File: config.mk
export PLATFORM = sky130hd
export DESIGN_NAME = pms_seq
export DESIGN_NICKNAME = d
export VERILOG_FILES = /design/src/hw/pms_pkg.sv /design/src/hw/pms_sync3.sv /design/src/hw/pms_link.sv /design/src/hw/pms_seq.sv
export SDC_FILE = /design/constraint.sdc
export NUM_CORES = 1
export LEC_CHECK = 0
export BUFFER_PORTS_ARGS = -buffer_cell sky130_fd_sc_hd__buf_2
export CAP_MARGIN = 20
export CORE_MARGIN = 8
export CORE_UTILIZATION = 59
export CTS_CLUSTER_SIZE = 24
export DETAILED_ROUTE_END_ITERATION = 8
export PLACE_DENSITY = 0.81
export RECOVER_POWER = 50
export SLEW_MARGIN = 25
export SYNTH_ARGS = -nofsm -noshare
export SYNTH_HDL_FRONTEND = slang
export SYNTH_HIERARCHICAL = 1
export SYNTH_SLANG_ARGS = --single-unit
File: constraint.sdc
create_clock -name i_clk -period 4.3 [get_ports i_clk]
set_input_delay 0.86 -clock i_clk [delete_from_list [all_inputs] [get_ports i_clk]]
set_output_delay 0.86 -clock i_clk [all_outputs]
set_load 0.01 [all_outputs]
File: src/hw/pms_pkg.sv
// Shared constants and types for the converter programming sequencer
package pms_pkg;
	localparam int NPOL = 4;
	localparam int NAUX = 4;
	localparam int NGRP = 2;
	localparam int NREG = 8;
	localparam int NVM_LEN = NPOL * NREG;
	localparam int CLK_NS = 100;
	localparam real T_INIT_MS = 11.5;
	localparam real T_POL_MS = 26.5;
	localparam real T_AD_MS = 7.5;
	localparam int INIT_CYC = int'($ceil(T_INIT_MS * 1.0e6 / CLK_NS));
	localparam int POL_CYC = int'($ceil(T_POL_MS * 1.0e6 / CLK_NS));
	localparam int AD_CYC = int'($ceil(T_AD_MS * 1.0e6 / CLK_NS));
	localparam int TMR_W = 20;
	// Serial line: 1 us bits, header start+rw+addr5+reg4+data8+parity
	localparam int BIT_CYC = 10;
	localparam int HDR_BITS = 20;
	localparam int RSP_BITS = 10;
	localparam logic [7:0] CRC_POLY = 8'h07;
	localparam logic [7:0] CRC_INIT = 8'hFF;
	localparam logic [3:0] REG_MON = 4'h8;
	localparam logic [NPOL-1:0] POL_GRP = 4'hC;
	localparam int SY_SUP = 7;
	localparam int SY_BUS = 6;
	localparam int SY_LCK = 5;
	localparam int SY_AUX = 1;
	localparam int SY_LINE = 0;
	localparam logic [7:0] SY_RST = 8'h01;
	typedef struct packed {
		logic wr;
		logic [4:0] addr;
		logic [3:0] rsel;
		logic [7:0] data;
	} pms_op_t;
	typedef struct packed {
		logic [NGRP-1:0] auto_on;
		logic [NGRP-1:0] stat_en;
		logic [NGRP-1:0] par_en;
		logic sw_wp;
	} pms_cfg_t;
	typedef struct packed {
		logic [7:0] status;
		logic [7:0] vout;
		logic [7:0] iout;
		logic [7:0] temp;
	} pms_mon_t;
endpackage

File: src/hw/pms_sync3.sv
// Three-stage input synchroniser with second/third stage agreement
`timescale 1ns/1ps
module pms_sync3 #(
	parameter int W = 1,
	parameter logic [W-1:0] RST = '0
) (
	input wire logic i_clk,
	input wire logic i_arst_n,
	input wire logic [W-1:0] i_async,
	output logic [W-1:0] o_sync
);
	logic [W-1:0] s1_q, s2_q, s3_q, out_q;
	always_ff @(posedge i_clk or negedge i_arst_n) begin
		if (!i_arst_n) begin
			s1_q <= RST;
			s2_q <= RST;
			s3_q <= RST;
			out_q <= RST;
		end else begin
			s1_q <= i_async;
			s2_q <= s1_q;
			s3_q <= s2_q;
			// Holds its value while the two late stages disagree
			out_q <= (s2_q & s3_q) | (out_q & (s2_q | s3_q));
		end
	end
	assign o_sync = out_q;
endmodule

File: src/hw/pms_link.sv
// Open-drain converter line engine: one framed transfer with parity, ack and reply
`timescale 1ns/1ps
module pms_link (
	input wire logic i_clk,
	input wire logic i_arst_n,
	input wire logic i_start,
	input pms_pkg::pms_op_t i_op,
	input wire logic i_line,
	output logic o_line_o,
	output logic o_line_oe,
	output logic o_busy,
	output logic o_done,
	output logic o_ok,
	output logic [7:0] o_rdata
);
	typedef enum logic [1:0] {L_IDLE, L_SEND, L_RESP} pms_lst_t;
	pms_lst_t st_q;
	logic [pms_pkg::HDR_BITS-1:0] sh_q;
	logic [pms_pkg::RSP_BITS-1:0] rx_q;
	logic [3:0] cyc_q;
	logic [4:0] bit_q;
	logic wr_q, done_q, ok_q;
	logic [7:0] rdat_q;
	wire bit_end = (cyc_q == 4'(pms_pkg::BIT_CYC - 1));
	wire mid = (cyc_q == 4'(pms_pkg::BIT_CYC / 2));
	wire [4:0] hdr_last = 5'(pms_pkg::HDR_BITS - 1);
	wire [4:0] rsp_last = wr_q ? 5'h0 : 5'(pms_pkg::RSP_BITS - 1);
	wire par = ^{i_op.wr, i_op.addr, i_op.rsel, i_op.data};
	// Writes answer with the ack bit only; reads add data and even parity
	wire ack = wr_q ? !rx_q[0] : !rx_q[9];
	wire par_ok = !(^rx_q[8:0]);
	always_ff @(posedge i_clk or negedge i_arst_n) begin
		if (!i_arst_n) begin
			st_q <= L_IDLE;
			sh_q <= '1;
			rx_q <= '1;
			cyc_q <= 4'h0;
			bit_q <= 5'h0;
			wr_q <= 1'b0;
			done_q <= 1'b0;
			ok_q <= 1'b0;
			rdat_q <= 8'h00;
		end else begin
			done_q <= 1'b0;
			cyc_q <= (st_q == L_IDLE || bit_end) ? 4'h0 : cyc_q + 4'h1;
			unique case (st_q)
				L_IDLE: if (i_start) begin
					st_q <= L_SEND;
					sh_q <= {1'b0, i_op.wr, i_op.addr, i_op.rsel, i_op.data, par};
					wr_q <= i_op.wr;
					bit_q <= 5'h0;
					rx_q <= '1;
				end
				L_SEND: if (bit_end) begin
					sh_q <= {sh_q[pms_pkg::HDR_BITS-2:0], 1'b1};
					bit_q <= (bit_q == hdr_last) ? 5'h0 : bit_q + 5'h1;
					if (bit_q == hdr_last)
						st_q <= L_RESP;
				end
				L_RESP: begin
					if (mid)
						rx_q <= {rx_q[pms_pkg::RSP_BITS-2:0], i_line};
					if (bit_end) begin
						bit_q <= bit_q + 5'h1;
						if (bit_q == rsp_last) begin
							st_q <= L_IDLE;
							done_q <= 1'b1;
							ok_q <= ack && (wr_q || par_ok);
							rdat_q <= rx_q[8:1];
						end
					end
				end
			endcase
		end
	end
	assign o_line_o = 1'b0;
	assign o_line_oe = (st_q == L_SEND) && !sh_q[pms_pkg::HDR_BITS-1];
	assign o_busy = (st_q != L_IDLE);
	assign o_done = done_q;
	assign o_ok = ok_q;
	assign o_rdata = rdat_q;
endmodule

File: src/hw/pms_seq.sv
// Converter setup loader, programmer, turn-on, host pass-through and monitor
`timescale 1ns/1ps
// Summary of operation
// - After supply good, load setup, run CRC
// - Program converters only after bus voltage good
// - Transfers carry parity, ack and readback
// - Ack and readback good sets status bit
// - Auto turn-on per group, else host command
// - Initialization interval lasts 11.5 ms
// - Each converter slot lasts 26.5 ms
// - Each present auxiliary adds 7.5 ms
// - Programming interval ends at turn-on
// - Host reaches converter registers via serial line
// - Lock pin or software lock blocks host writes
// - Monitoring copies converter data while enabled
// - Separate per-group status and parametric enables
// - Report protection status and live measurements
// - Report per-converter programming status and CRC
// - Sample four auxiliary good inputs, high good
// - Re-register sampled auxiliary status every cycle for reading
// - Bus undervoltage clears status, saves counter
module pms_seq #(
	parameter int INIT_CYC = pms_pkg::INIT_CYC,
	parameter int POL_CYC = pms_pkg::POL_CYC,
	parameter int AD_CYC = pms_pkg::AD_CYC
) (
	input wire logic i_clk,
	input wire logic i_arst_n,
	input wire logic i_supply_ok,
	input wire logic i_bus_ok,
	input wire logic i_write_lock_n,
	input wire logic [pms_pkg::NAUX-1:0] i_aux_good,
	input wire logic [pms_pkg::NAUX-1:0] i_aux_present,
	input pms_pkg::pms_cfg_t i_cfg,
	input wire logic [pms_pkg::NGRP-1:0] i_host_on,
	input wire logic i_host_valid,
	input pms_pkg::pms_op_t i_host_req,
	output logic o_host_ready,
	output logic o_host_done,
	output logic o_host_err,
	output logic [7:0] o_host_rdata,
	output logic o_nvm_rd,
	output logic [5:0] o_nvm_addr,
	input wire logic [7:0] i_nvm_data,
	input wire logic i_nvm_valid,
	output logic o_nvm_save,
	input wire logic i_line_i,
	output logic o_line_o,
	output logic o_line_oe,
	output logic [pms_pkg::NPOL-1:0] o_prog_status,
	output logic o_crc_done,
	output logic o_crc_err,
	output logic o_prog_done,
	output logic [pms_pkg::NGRP-1:0] o_group_on,
	output logic [pms_pkg::NAUX-1:0] o_aux_good,
	output pms_pkg::pms_mon_t o_mon [pms_pkg::NPOL]
);
	typedef enum logic [3:0] {
		S_OFF, S_LOAD, S_INIT, S_BUSW, S_WR, S_RB, S_PAD, S_AUX, S_ON, S_RUN, S_HALT
	} pms_st_t;
	typedef enum logic [1:0] {O_NONE, O_SEQ, O_MON, O_HOST} pms_own_t;
	function automatic logic [7:0] pms_crc(input logic [7:0] c, input logic [7:0] d);
		logic [7:0] r;
		r = c ^ d;
		for (int k = 0; k < 8; k++) begin
			r = r[7] ? ({r[6:0], 1'b0} ^ pms_pkg::CRC_POLY) : {r[6:0], 1'b0};
		end
		return r;
	endfunction
	pms_st_t st_q, st_d;
	pms_own_t own_q;
	logic [7:0] ram [pms_pkg::NVM_LEN];
	logic [5:0] idx_q;
	logic [7:0] crc_q;
	logic crc_done_q, crc_err_q;
	logic [pms_pkg::TMR_W-1:0] tinit_q, slot_q;
	logic [1:0] pol_q, aux_q, mpol_q, msel_q;
	logic [2:0] reg_q;
	logic [3:0] mtag_q;
	logic [pms_pkg::NPOL-1:0] prog_q;
	logic [pms_pkg::NGRP-1:0] on_q;
	logic iss_q, save_q, hdone_q, herr_q;
	logic [7:0] hrd_q;
	logic [pms_pkg::NAUX-1:0] auxg_q;
	pms_pkg::pms_mon_t mon_q [pms_pkg::NPOL];
	// Synchronised pins
	logic [7:0] sy;
	pms_sync3 #(
		.W(8),
		.RST(pms_pkg::SY_RST)
	) u_sync (
		.i_clk(i_clk),
		.i_arst_n(i_arst_n),
		.i_async({i_supply_ok, i_bus_ok, i_write_lock_n, i_aux_good, i_line_i}),
		.o_sync(sy)
	);
	wire sup_ok = sy[pms_pkg::SY_SUP];
	wire bus_ok = sy[pms_pkg::SY_BUS];
	wire wlock_n = sy[pms_pkg::SY_LCK];
	wire [3:0] aux_s = sy[pms_pkg::SY_AUX+3:pms_pkg::SY_AUX];
	wire line_s = sy[pms_pkg::SY_LINE];

	// Serial engine
	logic lk_done, lk_ok;
	logic [7:0] lk_rdata;
	pms_pkg::pms_op_t seq_op, mon_op, lk_op;
	wire lk_start;
	pms_link u_link (
		.i_clk(i_clk),
		.i_arst_n(i_arst_n),
		.i_start(lk_start),
		.i_op(lk_op),
		.i_line(line_s),
		.o_line_o(o_line_o),
		.o_line_oe(o_line_oe),
		.o_busy(),
		.o_done(lk_done),
		.o_ok(lk_ok),
		.o_rdata(lk_rdata)
	);

	// Decode
	wire powered = (st_q inside {S_WR, S_RB, S_PAD, S_AUX, S_ON, S_RUN});
	wire uv_drop = sup_ok && !bus_ok && powered;
	wire [4:0] ram_a = {pol_q, reg_q};
	wire [7:0] ram_dat = ram[ram_a];
	wire load_last = i_nvm_valid && (idx_q == 6'(pms_pkg::NVM_LEN));
	wire crc_match = (crc_q == i_nvm_data);
	wire init_done = (tinit_q >= pms_pkg::TMR_W'(INIT_CYC - 1));
	wire pol_end = (slot_q >= pms_pkg::TMR_W'(POL_CYC - 1));
	wire ad_end = (slot_q >= pms_pkg::TMR_W'(AD_CYC - 1));
	wire last_pol = (pol_q == 2'(pms_pkg::NPOL - 1));
	wire last_aux = (aux_q == 2'(pms_pkg::NAUX - 1));
	wire last_reg = (reg_q == 3'(pms_pkg::NREG - 1));
	wire seq_done = lk_done && (own_q == O_SEQ);
	wire rb_good = lk_ok && (lk_rdata == ram_dat);
	wire pad_adv = (st_q == S_PAD) && pol_end;
	wire aux_adv = (st_q == S_AUX) && (!i_aux_present[aux_q] || ad_end);
	wire prog_set = (st_q == S_RB) && seq_done && rb_good && last_reg;

	// Arbitration of the serial engine
	wire seq_go = (st_q == S_WR || st_q == S_RB) && !iss_q;
	wire in_run = (st_q == S_RUN) && !iss_q;
	wire wr_blk = i_host_req.wr && (!wlock_n || i_cfg.sw_wp);
	wire host_take = in_run && i_host_valid;
	wire host_go = host_take && !wr_blk;
	wire mgrp = pms_pkg::POL_GRP[mpol_q];
	// Status slot uses status enable, the other three the parametric enable
	wire mon_en = (msel_q == 2'h0) ? i_cfg.stat_en[mgrp] : i_cfg.par_en[mgrp];
	wire mon_adv = in_run && !i_host_valid;
	wire mon_go = mon_adv && mon_en;
	assign lk_start = seq_go || host_go || mon_go;
	assign seq_op = '{wr: (st_q == S_WR), addr: 5'(pol_q), rsel: {1'b0, reg_q}, data: ram_dat};
	assign mon_op = '{wr: 1'b0, addr: 5'(mpol_q), rsel: pms_pkg::REG_MON | {2'h0, msel_q},
		data: 8'h00};
	assign lk_op = host_go ? i_host_req : (mon_go ? mon_op : seq_op);

	// Sequencer next state
	always_comb begin
		st_d = st_q;
		unique case (st_q)
			S_OFF: if (sup_ok) st_d = S_LOAD;
			S_LOAD: if (load_last) st_d = crc_match ? S_INIT : S_HALT;
			S_INIT: if (init_done) st_d = S_BUSW;
			S_BUSW: if (bus_ok) st_d = S_WR;
			S_WR: if (seq_done) st_d = lk_ok ? S_RB : S_PAD;
			S_RB: if (seq_done) st_d = (rb_good && !last_reg) ? S_WR : S_PAD;
			S_PAD: if (pol_end) st_d = last_pol ? S_AUX : S_WR;
			S_AUX: if (aux_adv && last_aux) st_d = S_ON;
			S_ON: st_d = S_RUN;
			S_RUN, S_HALT: st_d = st_q;
			default: st_d = S_OFF;
		endcase
		if (uv_drop)
			st_d = S_BUSW;
		if (!sup_ok)
			st_d = S_OFF;
	end

	always_ff @(posedge i_clk or negedge i_arst_n) begin
		if (!i_arst_n)
			st_q <= S_OFF;
		else
			st_q <= st_d;
	end
	// Setup copy: no reset needed, always rewritten before use
	always_ff @(posedge i_clk) begin
		if (st_q == S_LOAD && i_nvm_valid && !load_last)
			ram[idx_q[4:0]] <= i_nvm_data;
	end

	// Load pointer, CRC and its result flags
	always_ff @(posedge i_clk or negedge i_arst_n) begin
		if (!i_arst_n) begin
			idx_q <= 6'h00;
			crc_q <= pms_pkg::CRC_INIT;
			crc_done_q <= 1'b0;
			crc_err_q <= 1'b0;
		end else if (st_q == S_OFF) begin
			idx_q <= 6'h00;
			crc_q <= pms_pkg::CRC_INIT;
			crc_done_q <= 1'b0;
			crc_err_q <= 1'b0;
		end else if (st_q == S_LOAD && i_nvm_valid) begin
			idx_q <= idx_q + 6'h01;
			crc_q <= pms_crc(crc_q, i_nvm_data);
			if (load_last) begin
				crc_done_q <= 1'b1;
				crc_err_q <= !crc_match;
			end
		end
	end

	// Interval timers
	always_ff @(posedge i_clk or negedge i_arst_n) begin
		if (!i_arst_n) begin
			tinit_q <= '0;
			slot_q <= '0;
		end else begin
			// Started at supply good, so loading time counts toward it
			if (st_q == S_OFF)
				tinit_q <= '0;
			else if (!init_done)
				tinit_q <= tinit_q + 1'b1;
			if (st_q == S_BUSW || pad_adv || aux_adv)
				slot_q <= '0;
			else if (!pol_end)
				slot_q <= slot_q + 1'b1;
		end
	end

	// Converter, register and auxiliary slot pointers
	always_ff @(posedge i_clk or negedge i_arst_n) begin
		if (!i_arst_n) begin
			pol_q <= 2'h0;
			reg_q <= 3'h0;
			aux_q <= 2'h0;
		end else if (st_q == S_BUSW) begin
			pol_q <= 2'h0;
			reg_q <= 3'h0;
			aux_q <= 2'h0;
		end else begin
			if (pad_adv && !last_pol)
				pol_q <= pol_q + 2'h1;
			if (st_q == S_RB && seq_done && rb_good && !last_reg)
				reg_q <= reg_q + 3'h1;
			else if (pad_adv)
				reg_q <= 3'h0;
			if (aux_adv && !last_aux)
				aux_q <= aux_q + 2'h1;
		end
	end

	// Programming status and turn-on
	always_ff @(posedge i_clk or negedge i_arst_n) begin
		if (!i_arst_n) begin
			prog_q <= '0;
			on_q <= '0;
			save_q <= 1'b0;
		end else begin
			save_q <= uv_drop && !save_q;
			if (st_q == S_OFF || uv_drop)
				prog_q <= '0;
			else if (prog_set)
				prog_q[pol_q] <= 1'b1;
			if (st_q == S_OFF || uv_drop)
				on_q <= '0;
			else if (st_q == S_ON)
				on_q <= on_q | i_cfg.auto_on | i_host_on;
			else if (st_q == S_RUN)
				on_q <= on_q | i_host_on;
		end
	end

	// Transfer ownership
	always_ff @(posedge i_clk or negedge i_arst_n) begin
		if (!i_arst_n) begin
			iss_q <= 1'b0;
			own_q <= O_NONE;
		end else begin
			if (lk_start)
				iss_q <= 1'b1;
			else if (lk_done)
				iss_q <= 1'b0;
			// An abandoned transfer finishes on the line but its answer is dropped
			if (lk_start)
				own_q <= host_go ? O_HOST : (mon_go ? O_MON : O_SEQ);
			else if (lk_done || uv_drop || !sup_ok)
				own_q <= O_NONE;
		end
	end

	// Host pass-through answers
	always_ff @(posedge i_clk or negedge i_arst_n) begin
		if (!i_arst_n) begin
			hdone_q <= 1'b0;
			herr_q <= 1'b0;
			hrd_q <= 8'h00;
		end else begin
			hdone_q <= 1'b0;
			if (host_take && wr_blk) begin
				hdone_q <= 1'b1;
				herr_q <= 1'b1;
			end else if (own_q == O_HOST && (uv_drop || !sup_ok)) begin
				hdone_q <= 1'b1;
				herr_q <= 1'b1;
			end else if (lk_done && own_q == O_HOST) begin
				hdone_q <= 1'b1;
				herr_q <= !lk_ok;
				hrd_q <= lk_rdata;
			end
		end
	end

	// Monitoring walk and capture
	always_ff @(posedge i_clk or negedge i_arst_n) begin
		if (!i_arst_n) begin
			mpol_q <= 2'h0;
			msel_q <= 2'h0;
			mtag_q <= 4'h0;
			for (int p = 0; p < pms_pkg::NPOL; p++)
				mon_q[p] <= '0;
		end else begin
			if (mon_adv) begin
				msel_q <= msel_q + 2'h1;
				if (msel_q == 2'h3)
					mpol_q <= mpol_q + 2'h1;
			end
			if (mon_go)
				mtag_q <= {mpol_q, msel_q};
			if (lk_done && own_q == O_MON && lk_ok) begin
				unique case (mtag_q[1:0])
					2'h0: mon_q[mtag_q[3:2]].status <= lk_rdata;
					2'h1: mon_q[mtag_q[3:2]].vout <= lk_rdata;
					2'h2: mon_q[mtag_q[3:2]].iout <= lk_rdata;
					2'h3: mon_q[mtag_q[3:2]].temp <= lk_rdata;
				endcase
			end
		end
	end

	// Auxiliary good capture, high means normal operation
	always_ff @(posedge i_clk or negedge i_arst_n) begin
		if (!i_arst_n)
			auxg_q <= '0;
		else
			auxg_q <= aux_s;
	end

	assign o_host_ready = in_run;
	assign o_host_done = hdone_q;
	assign o_host_err = herr_q;
	assign o_host_rdata = hrd_q;
	assign o_nvm_rd = (st_q == S_LOAD);
	assign o_nvm_addr = idx_q;
	assign o_nvm_save = save_q;
	assign o_prog_status = prog_q;
	assign o_crc_done = crc_done_q;
	assign o_crc_err = crc_err_q;
	assign o_prog_done = (st_q == S_RUN);
	assign o_group_on = on_q;
	assign o_aux_good = auxg_q;
	assign o_mon = mon_q;
endmodule

### Word level (Yosys, flattened, before mapping)

Memory sizes are Yosys's and may differ from the RTL's.
Cells that the tools add are included.

| operators by class | value |
|---|---|
| $add $sub $neg | 10 |
| order comparisons | 10 |
| equal/unequal tests | 45 |
| muxes and demuxes | 111 |
| bitwise gates (word level) | 20 |
| reduce and logical (&&, ||, !) cells | 95 |

Operators by type and width:

| kind | count |
|---|---|
| 128-bit bitwise mux | 4 |
| 128-bit case mux with 4 select lines | 1 |
| 32-bit demux with 2-bit select | 4 |
| 20-bit two-way mux | 6 |
| 4-bit two-way mux | 14 |
| 20-bit by 1-bit adder with 20-bit output, second input constant | 2 |
| 20-bit by 17-bit >= comparator with 1-bit output, second input constant | 2 |
| 20-bit case mux with 2 select lines | 1 |
| 4-bit case mux with 10 select lines | 1 |
| 2-bit two-way mux | 19 |
| 18-bit two-way mux | 2 |
| 1-bit logical AND | 34 |
| 3-bit two-way mux | 11 |
| 32-bit two-way mux | 1 |
| 1-bit two-way mux | 28 |
| 4-bit inequality test, second input constant | 7 |
| 24-bit two-way mux | 1 |
| 8-bit two-way mux | 3 |
| 3-bit inverter | 8 |
| 4-bit by 3-bit equality test with 1-bit output, second input constant | 5 |
| 20-bit by 19-bit >= comparator with 1-bit output, second input constant | 1 |
| 10-bit two-way mux | 2 |
| 5-bit two-way mux | 4 |
| 10-bit case mux with 2 select lines | 1 |
| 50 further kinds | 129 |

| word-level totals | value |
|---|---|
| register bits after elaboration | 311 |
| bits in writable memories | 256 |
| input bits | 51 |
| output and inout bits | 162 |
| logic and storage cells | 343 |
| memories | 1 |

Memories:

| name | words | bits a word | rd ports | clocked after memory_dff | wr ports | RTL line | RTL |
|---|---|---|---|---|---|---|---|
| ram | 32 | 8 | 1 | 0 | 1 | pms_seq.sv:72 | `logic [7:0] ram [pms_pkg::NVM_LEN];` |

### Depth between registers and ports, before layout

Gate-level depths: netlist (run 1).

| depth | value |
|---|---|
| word-level depth | 19 |
| depth in mapped cells | 14 |

### Modules after synthesis

The synthesis (run 1) kept the hierarchy.

By module, submodules not included:

| module | instances | cells an instance | area an instance (um2) | seq. area each (um2) |
|---|---|---|---|---|
| pms_seq | 1 | 1367 | 20246.9 | 13377.8 |
| pms_link | 1 | 257 | 2680.1 | 1338.8 |
| pms_sync3 | 1 | 40 | 895.9 | 805.8 |

### Worst setup path after synthesis (run 1)

OpenSTA, ideal clock, no wires.

| timing path | value |
|---|---|
| path kind | in2reg |
| start | in i_host_valid |
| end | reg u_link/sh_q[0] (netlist bit) |
| arrival time | 3.425 ns |
| required time | 4.217 ns |
| setup slack | 0.791 ns |
| stages | 11 |
| buffers on the path | 1 |
| cell sequence | nor4_1 -> o211ai_1 -> inv_1 -> nor2_1 -> clkbuf_1 -> a22o_1 -> xnor2_1 -> xnor2_1 -> xnor3_1 -> xnor2_1 -> o32a_1 |

RTL lines:

| element | RTL line | RTL |
|---|---|---|
| start: declaration | pms_seq.sv:36 | `input wire logic i_host_valid,` |
| end signal: assignment | pms_link.sv:49 | `sh_q <= {1'b0, i_op.wr, i_op.addr, i_op.rsel, i_op.data, par};` |
| end signal: assignment | pms_link.sv:55 | `sh_q <= {sh_q[pms_pkg::HDR_BITS-2:0], 1'b1};` |
| end: declaration | pms_link.sv:18 | `logic [pms_pkg::HDR_BITS-1:0] sh_q;` |

==> summary.md, run 1 <==
| Metric | Value |
|---|---|
| Final GP Congestion | 0.953 |
| Top cell type's share of synthesized area | 32.3% |
| Largest delay share family, worst path | multiplexers |
| FF/Latch Area | 15500 sq um |
| Dpl cells | 2358 |
| First-pass GRT wire length | 89000 microns |
| Die W | 217 microns |
| Die Y | 217 microns |
| Fin crit share | 90.3% |
| Setup TNS | 0 ns |
| Worst setup startpoint | reg_q[1] |
| Hold Path Class | reg -> reg |
| Finished Cell Area | 27200 sq um |
| Post-synthesis sequential area ratio | 65.2% |
| Layout Cells excl Fill | 2462 |
| Normalized max-slew margin | -60.3% |
| CP Capture Type | flip-flop |
| Final clock skew | 0.0217 ns |
| Worst path slowest cell | dfrtp_2 |
| Largest cells by area after synthesis | edfxtp_1 (32%), dfrtp_1 (28%), mux2_2 (6.8%) |
| Antenna-violating nets left | 0 |
| Clk Tree Root Cell | clkbuf_16 |
| Kind of critical path | reg -> reg |
| Startpoint types | flip-flop |
| Initial core utilization | 59.8% |
| Fin nets | 1966 |
| Layout area overhead | 14.0% |
| Sequence of cells on the critical path | buf_12 > mux4_2 > mux4_2 > mux2i_1 > o31ai_1 > xnor2_1 > xnor2_1 > xnor3_1 > xnor2_1 > o32a_1 |
| CTS Buffer Depth | 3 |
| Total CTS buffers | 56 |
| Data arrival, critical path | 4.40 ns |
| Wire per inst | 23.5 microns |
| Cells after Synth | 1664 |
| Largest net degree at the start of global routing | 100 |
| Period minus WS final | 3.88 ns |
| Hold Vio Cnt, Final | 0 |
| Dpl hpwl | 38600 microns |
| RSZ-0062 raised after global routing | false |
| Post-CTS Resized | 0 |
| Least-Margin Pin Slew | 2.41 ns |
| Mapped Nets | 1739 |
| Final setup fails | 0 |
| Commonest cells in the netlist | dfrtp_1 (269), edfxtp_1 (256), nor2_1 (161) |
| MaxCap Viol Count | 5 |
| Vias in the first global route | 15100 |
| Filler cells | 2670 |
| Required time worst endpoint | 4.82 ns |
| Critical R2R Launch | reg_q[1] |
| Clock insertion delay at the later pin of the skew report | 0.60 ns |
| Synthesis-stage register bit count | 567 |
| Total grt overflow | 0 |
| Status | complete, but fails checks |
| Core area | 39800 sq um |
| Post-CTS Hold Fix Bufs | 0 |
| H-tree depth | 2 |
| FP Rows | 73 |
| I/O pin count | 213 |
| Post-synth top flop | dfrtp_1 |
| Via count | 14800 |
| Number of I/O port buffers | 211 |
| Max Slew Vio Count | 240 |
| Async set or reset register ratio after synthesis | 54.9% |
| Final wirelength | 57700 microns |
| Clock slew seen by the registers of the worst setup and hold paths | 0.06 ns |
| Critical Path Max Stage Delay | 0.73 ns |
| Synth warnings | 6 |
| Hold slack | 0.348 ns |
| Multi-input gate area | 7820 sq um |
| Pwr dens | 434 nW/um^2 |
| WP buf/inv | 1 |
| Iter 0 DRT Violations | 1725 |
| Most common cell in the netlist | dfrtp_1 |
| Worst vdd ir | 316 uV |
| TritonCTS clock tree | done |
| Post-synth EDFFs | 256 |
| Syn Area/Cell | 14.3 sq um |
| Hold Startpoint | u_sync/s1_q[4] |
| Layout cell share with drive strength beyond 1 | 26.9% |
| Critical path's most frequent cell | xnor2_1 |
| Synth area leader | edfxtp_1 |
| Pleak | 11.5 nW |
| Drt first pass iters | 7 |
| Netlist cell types | 68 |
| Ant. Diodes | 0 |
| Routed vias/inst | 6.01 |
| Initial antenna violation count | 0 |
| Critical path fanouts, max | 15 |
| Cell Area, Placed | 25500 sq um |
| Tot GR Track Use | 24.3% |
| Clock sink count | 567 |
| Total die area | 47100 sq um |
| Fmax | 258 MHz |
| DRC violations left | 0 |
| Design Power | 11.8 mW |
| Netlist Area Pre-Place | 23800 sq um |
| Post-CTS Repair Setup Buffers | 0 |
| Violated checks | max-capacitance violations, max-slew violations |
[path summary, 6_finish.rpt]
check,to,slack (ns),cells past startpoint
worst max-delay path,u_link/sh_q[0],0.42,10
worst max register to register,u_link/sh_q[0],0.42,10
worst min register to register,u_sync/s2_q[4],0.35,0
min in group asynchronous,u_sync/s2_q[1],0.98,1
worst min-delay path,u_sync/s2_q[4],0.35,0
max in group asynchronous,async pin,0.89,2
[cell usage in the layout, fill, tap and decap left out, types with 12 or more instances in the layout]
cell type  netlist  layout
a22oi_1         16      15
mux2_2         143     143
mux2i_1         87      87
dfrtp_1        269     267
clkbuf_1        42      64
nor3_1          19      19
xor2_1          29      29
nand4_1         14      14
mux4_2          42      42
nor2_1         161     161
buf_2           23     172
buf_4            4      23
and3_1          18      18
edfxtp_1       256     256
nand3_1         43      43
nand2_1         69      70
ha_1            24      24
a21oi_1         56      56
nor2b_1         16      16
dfstp_2         42      40
inv_1           37      37
xnor2_1         61      61
o21ai_0         20      20
clkinv_2         0      12
a31oi_1         20      20
clkbuf_16        0      58
[metal layers]
layer	GRT usage [%]	share of wire, %	vias up
met2	40.6	50	638
met4	8.21	3.4	0
met3	5.49	8.0	122
met5	0	0	-
li1	-	-	6538
met1	31.3	39	7493
[power by group]
group,total (mW),internal [mW],switching (mW)
Clock,4.71,2.72,1.99
Combinational,1.08,0.381,0.700
Sequential,5.99,5.83,0.158
[cell type report]
| class | count | area share (%) |
|---|---|---|
| multi-input cells | 984 | 28.8 |
| flip-flops and latches | 567 | 57.2 |
| clock buffers | 85 | 5.97 |
| well taps | 525 | 2.42 |
| clock inverters | 19 | 0.576 |
| inverters | 38 | 0.525 |
| repair buffers | 244 | 4.58 |
[kinds of logic after synthesis]
family	synth area share [%]
flops	65.2
compound gates	4.82
mux	14.8
simple gates	8.04
xor+xnor	3.57
other cells	0.0157
fa+ha+maj	1.64
buf+inv	2.00
[per-stage QoR]
stage / util, % / setup WS [ns]
final: 68.2 / 0.417
after global routing: 68.2 / 0.219
after CTS: 68.5 / 0.438
after detailed placement: 64.1 / 0.549
after global placement: 64.1 / 0.599
after floorplan: - / 0.791
Note: power is estimated with default switching activity, not from simulation.
==> run 2: changes to the inputs <==
Settings changed: REMOVE_ABC_BUFFERS set to 1.
==> run 2 against run 1 <==
Effect of this change: power up 1.2%; routed wire length rose by 4.4%; setup slack improved by 0.23 ns; flip-flop and latch count did not move; register-to-register slack improved by 0.23 ns; the flow still finishes with violations (max-capacitance violations, max-slew violations); critical endpoint unchanged; final area up 0.46%; sequential power about the same; first-iteration DRC count shrank 4.8%.
==> summary.md, run 2 (synthesis gave the netlist of run 1 again) <==
| Metric | Value |
|---|---|
| Hold Path Class | reg -> reg |
| Most common cell after layout, fill and taps aside | dfrtp_1 |
| FP Rows | 73 |
| Clock insertion delay at the later pin of the skew report | 0.60 ns |
| Pwr dens | 436 nW/um^2 |
| Least-Margin Pin Slew | 2.69 ns |
| RSZ-0062 raised after global routing | false |
| Total grt overflow | 0 |
| Clock sink count | 567 |
| Data arrival, critical path | 4.18 ns |
| Layout Cells excl Fill | 2467 |
| Hold Vio Cnt, Final | 0 |
| Power share of the sequential group | 50.2% |
| Core area | 39800 sq um |
| Final GP Congestion | 0.908 |
| Post-CTS Resized | 0 |
| Logic pwr share | 9.8% |
| Pleak | 11.6 nW |
| Met2 wire length | 29200 microns |
| Number of I/O port buffers | 211 |
| CP Capture Type | flip-flop |
| DRC violations left | 0 |
| Clock slew seen by the registers of the worst setup and hold paths | 0.07 ns |
| Initial antenna violation count | 2 |
| Wire per inst | 24.4 microns |
| Kind of critical path | reg -> reg |
| CTS Buffer Depth | 3 |
| DR top layer | met5 |
| Normalized max-slew margin | -79.0% |
| Iter 0 DRT Violations | 1642 |
| Clock share of power | 40.0% |
| I/O pin count | 213 |
| Die Y | 217 microns |
| Ant. Diodes | 0 |
| MaxCap Viol Count | 7 |
| Period minus WS final | 3.65 ns |
| Layout area overhead | 14.6% |
| Fmax | 274 MHz |
| Vias in the first global route | 15500 |
| Antenna-violating nets left | 0 |
| Status | complete, but fails checks |
| M1 wire length | 23500 microns |
| Initial core utilization | 59.8% |
| Sw Share | 24.7% |
| Final clock skew | 0.0181 ns |
| H-tree depth | 2 |
| Total CTS buffers | 55 |
| Max Slew Vio Count | 314 |
| Fin nets | 1973 |
| Drt first pass iters | 5 |
| Required time worst endpoint | 4.83 ns |
| Critical path fanouts, max | 35 |
| Switching power | 2.95 mW |
| Dpl cells | 2366 |
| Pre-CTS WS | 0.682 ns |
| Pint | 8.97 mW |
| Most frequent cells in the layout | dfrtp_1 (267), edfxtp_1 (256), buf_2 (173) |
| Post-CTS Hold Fix Bufs | 0 |
| Tot GR Track Use | 25.3% |
| Post-CTS Repair Setup Buffers | 0 |
| Dpl hpwl | 40300 microns |
| Die W | 217 microns |
| Met3 WL | 5340 microns |
| Startpoint types | flip-flop |
| Total die area | 47100 sq um |
| Via count | 15100 |
| Routed vias/inst | 6.11 |
| Worst reg2reg setup slack | 0.65 ns |
| Layout cell share with drive strength beyond 1 | 27.7% |
| Fin crit share | 85.0% |
| Final wirelength | 60300 microns |
| Hold slack | 0.349 ns |
| Final setup fails | 0 |
| Setup TNS | 0 ns |
| TritonCTS clock tree | done |
| Largest net degree at the start of global routing | 108 |
| Violated checks | max-capacitance violations, max-slew violations |
| First-pass GRT wire length | 92200 microns |
| Final Core Density | 68.5% |
| Worst vdd ir | 374 uV |
| Filler cells | 2694 |
| Clk Tree Root Cell | clkbuf_16 |
| Slack of the critical path | 0.647 ns |
-- run 2: critical path, stage by stage, from the launching register on --
cell and delay [ns]:
dfrtp_2 0.48, buf_12 0.29, mux4_2 0.57, mux4_2 0.50, mux2_2 0.32, a22o_1 0.24
xnor2_1 0.20, xnor2_1 0.17, xnor3_1 0.36, xnor2_1 0.14, o32a_1 0.28
-- run 2: routing by layer --
| layer | global-route usage [%] | vias up |
|---|---|---|
| met5 | 0 | - |
| met4 | 10.6 | 2 |
| met3 | 5.38 | 131 |
| met2 | 41.3 | 774 |
| met1 | 33.0 | 7607 |
| li1 | - | 6561 |
-- run 2: area by class of cell --
class                      count  area, sq um  share of cell area, %
clock buffer                  76         1580                   5.78
clock inverter                25          223                  0.816
inverter                      38          143                  0.523
multi-input combinational    984         7830                   28.7
sequential                   567        15500                   56.9
tap                          525          657                   2.41
timing repair buffer         252         1340                   4.90
-- run 2: path summary, 6_finish.rpt --
kind	from	end	cells past startpoint
max in group asynchronous	i_arst_n	reg_q[2]	2
min in group asynchronous	i_arst_n	u_sync/s3_q[2]	1
hold / removal	u_sync/s1_q[7]	u_sync/s2_q[7]	0
setup reg to reg	reg_q[1]	u_link/sh_q[0]	10
setup / recovery	reg_q[1]	u_link/sh_q[0]	10
hold reg to reg	u_sync/s1_q[7]	u_sync/s2_q[7]	0
-- run 2: metrics by stage --
| step | total power, mW | area (sq um) |
|---|---|---|
| floorplan | 6.73 | 23500 |
| global placement | 7.20 | 25600 |
| detailed placement | 7.25 | 25600 |
| CTS | 12.0 | 27400 |
| global route | 12.3 | 27300 |
| finish | 11.9 | 27300 |
-- run 2: power by group through the flow --
stage / logic (mW) / clock network (mW) / registers, mW
5_1_grt: 1.26 / 5.03 / 6.00
6_report: 1.16 / 4.77 / 5.99
4_1_cts: 1.18 / 4.82 / 5.98
3_5_place_dp: 1.17 / 0 / 6.08
2_1_floorplan: 0.677 / 0 / 6.06
3_3_place_gp: 1.13 / 0 / 6.07
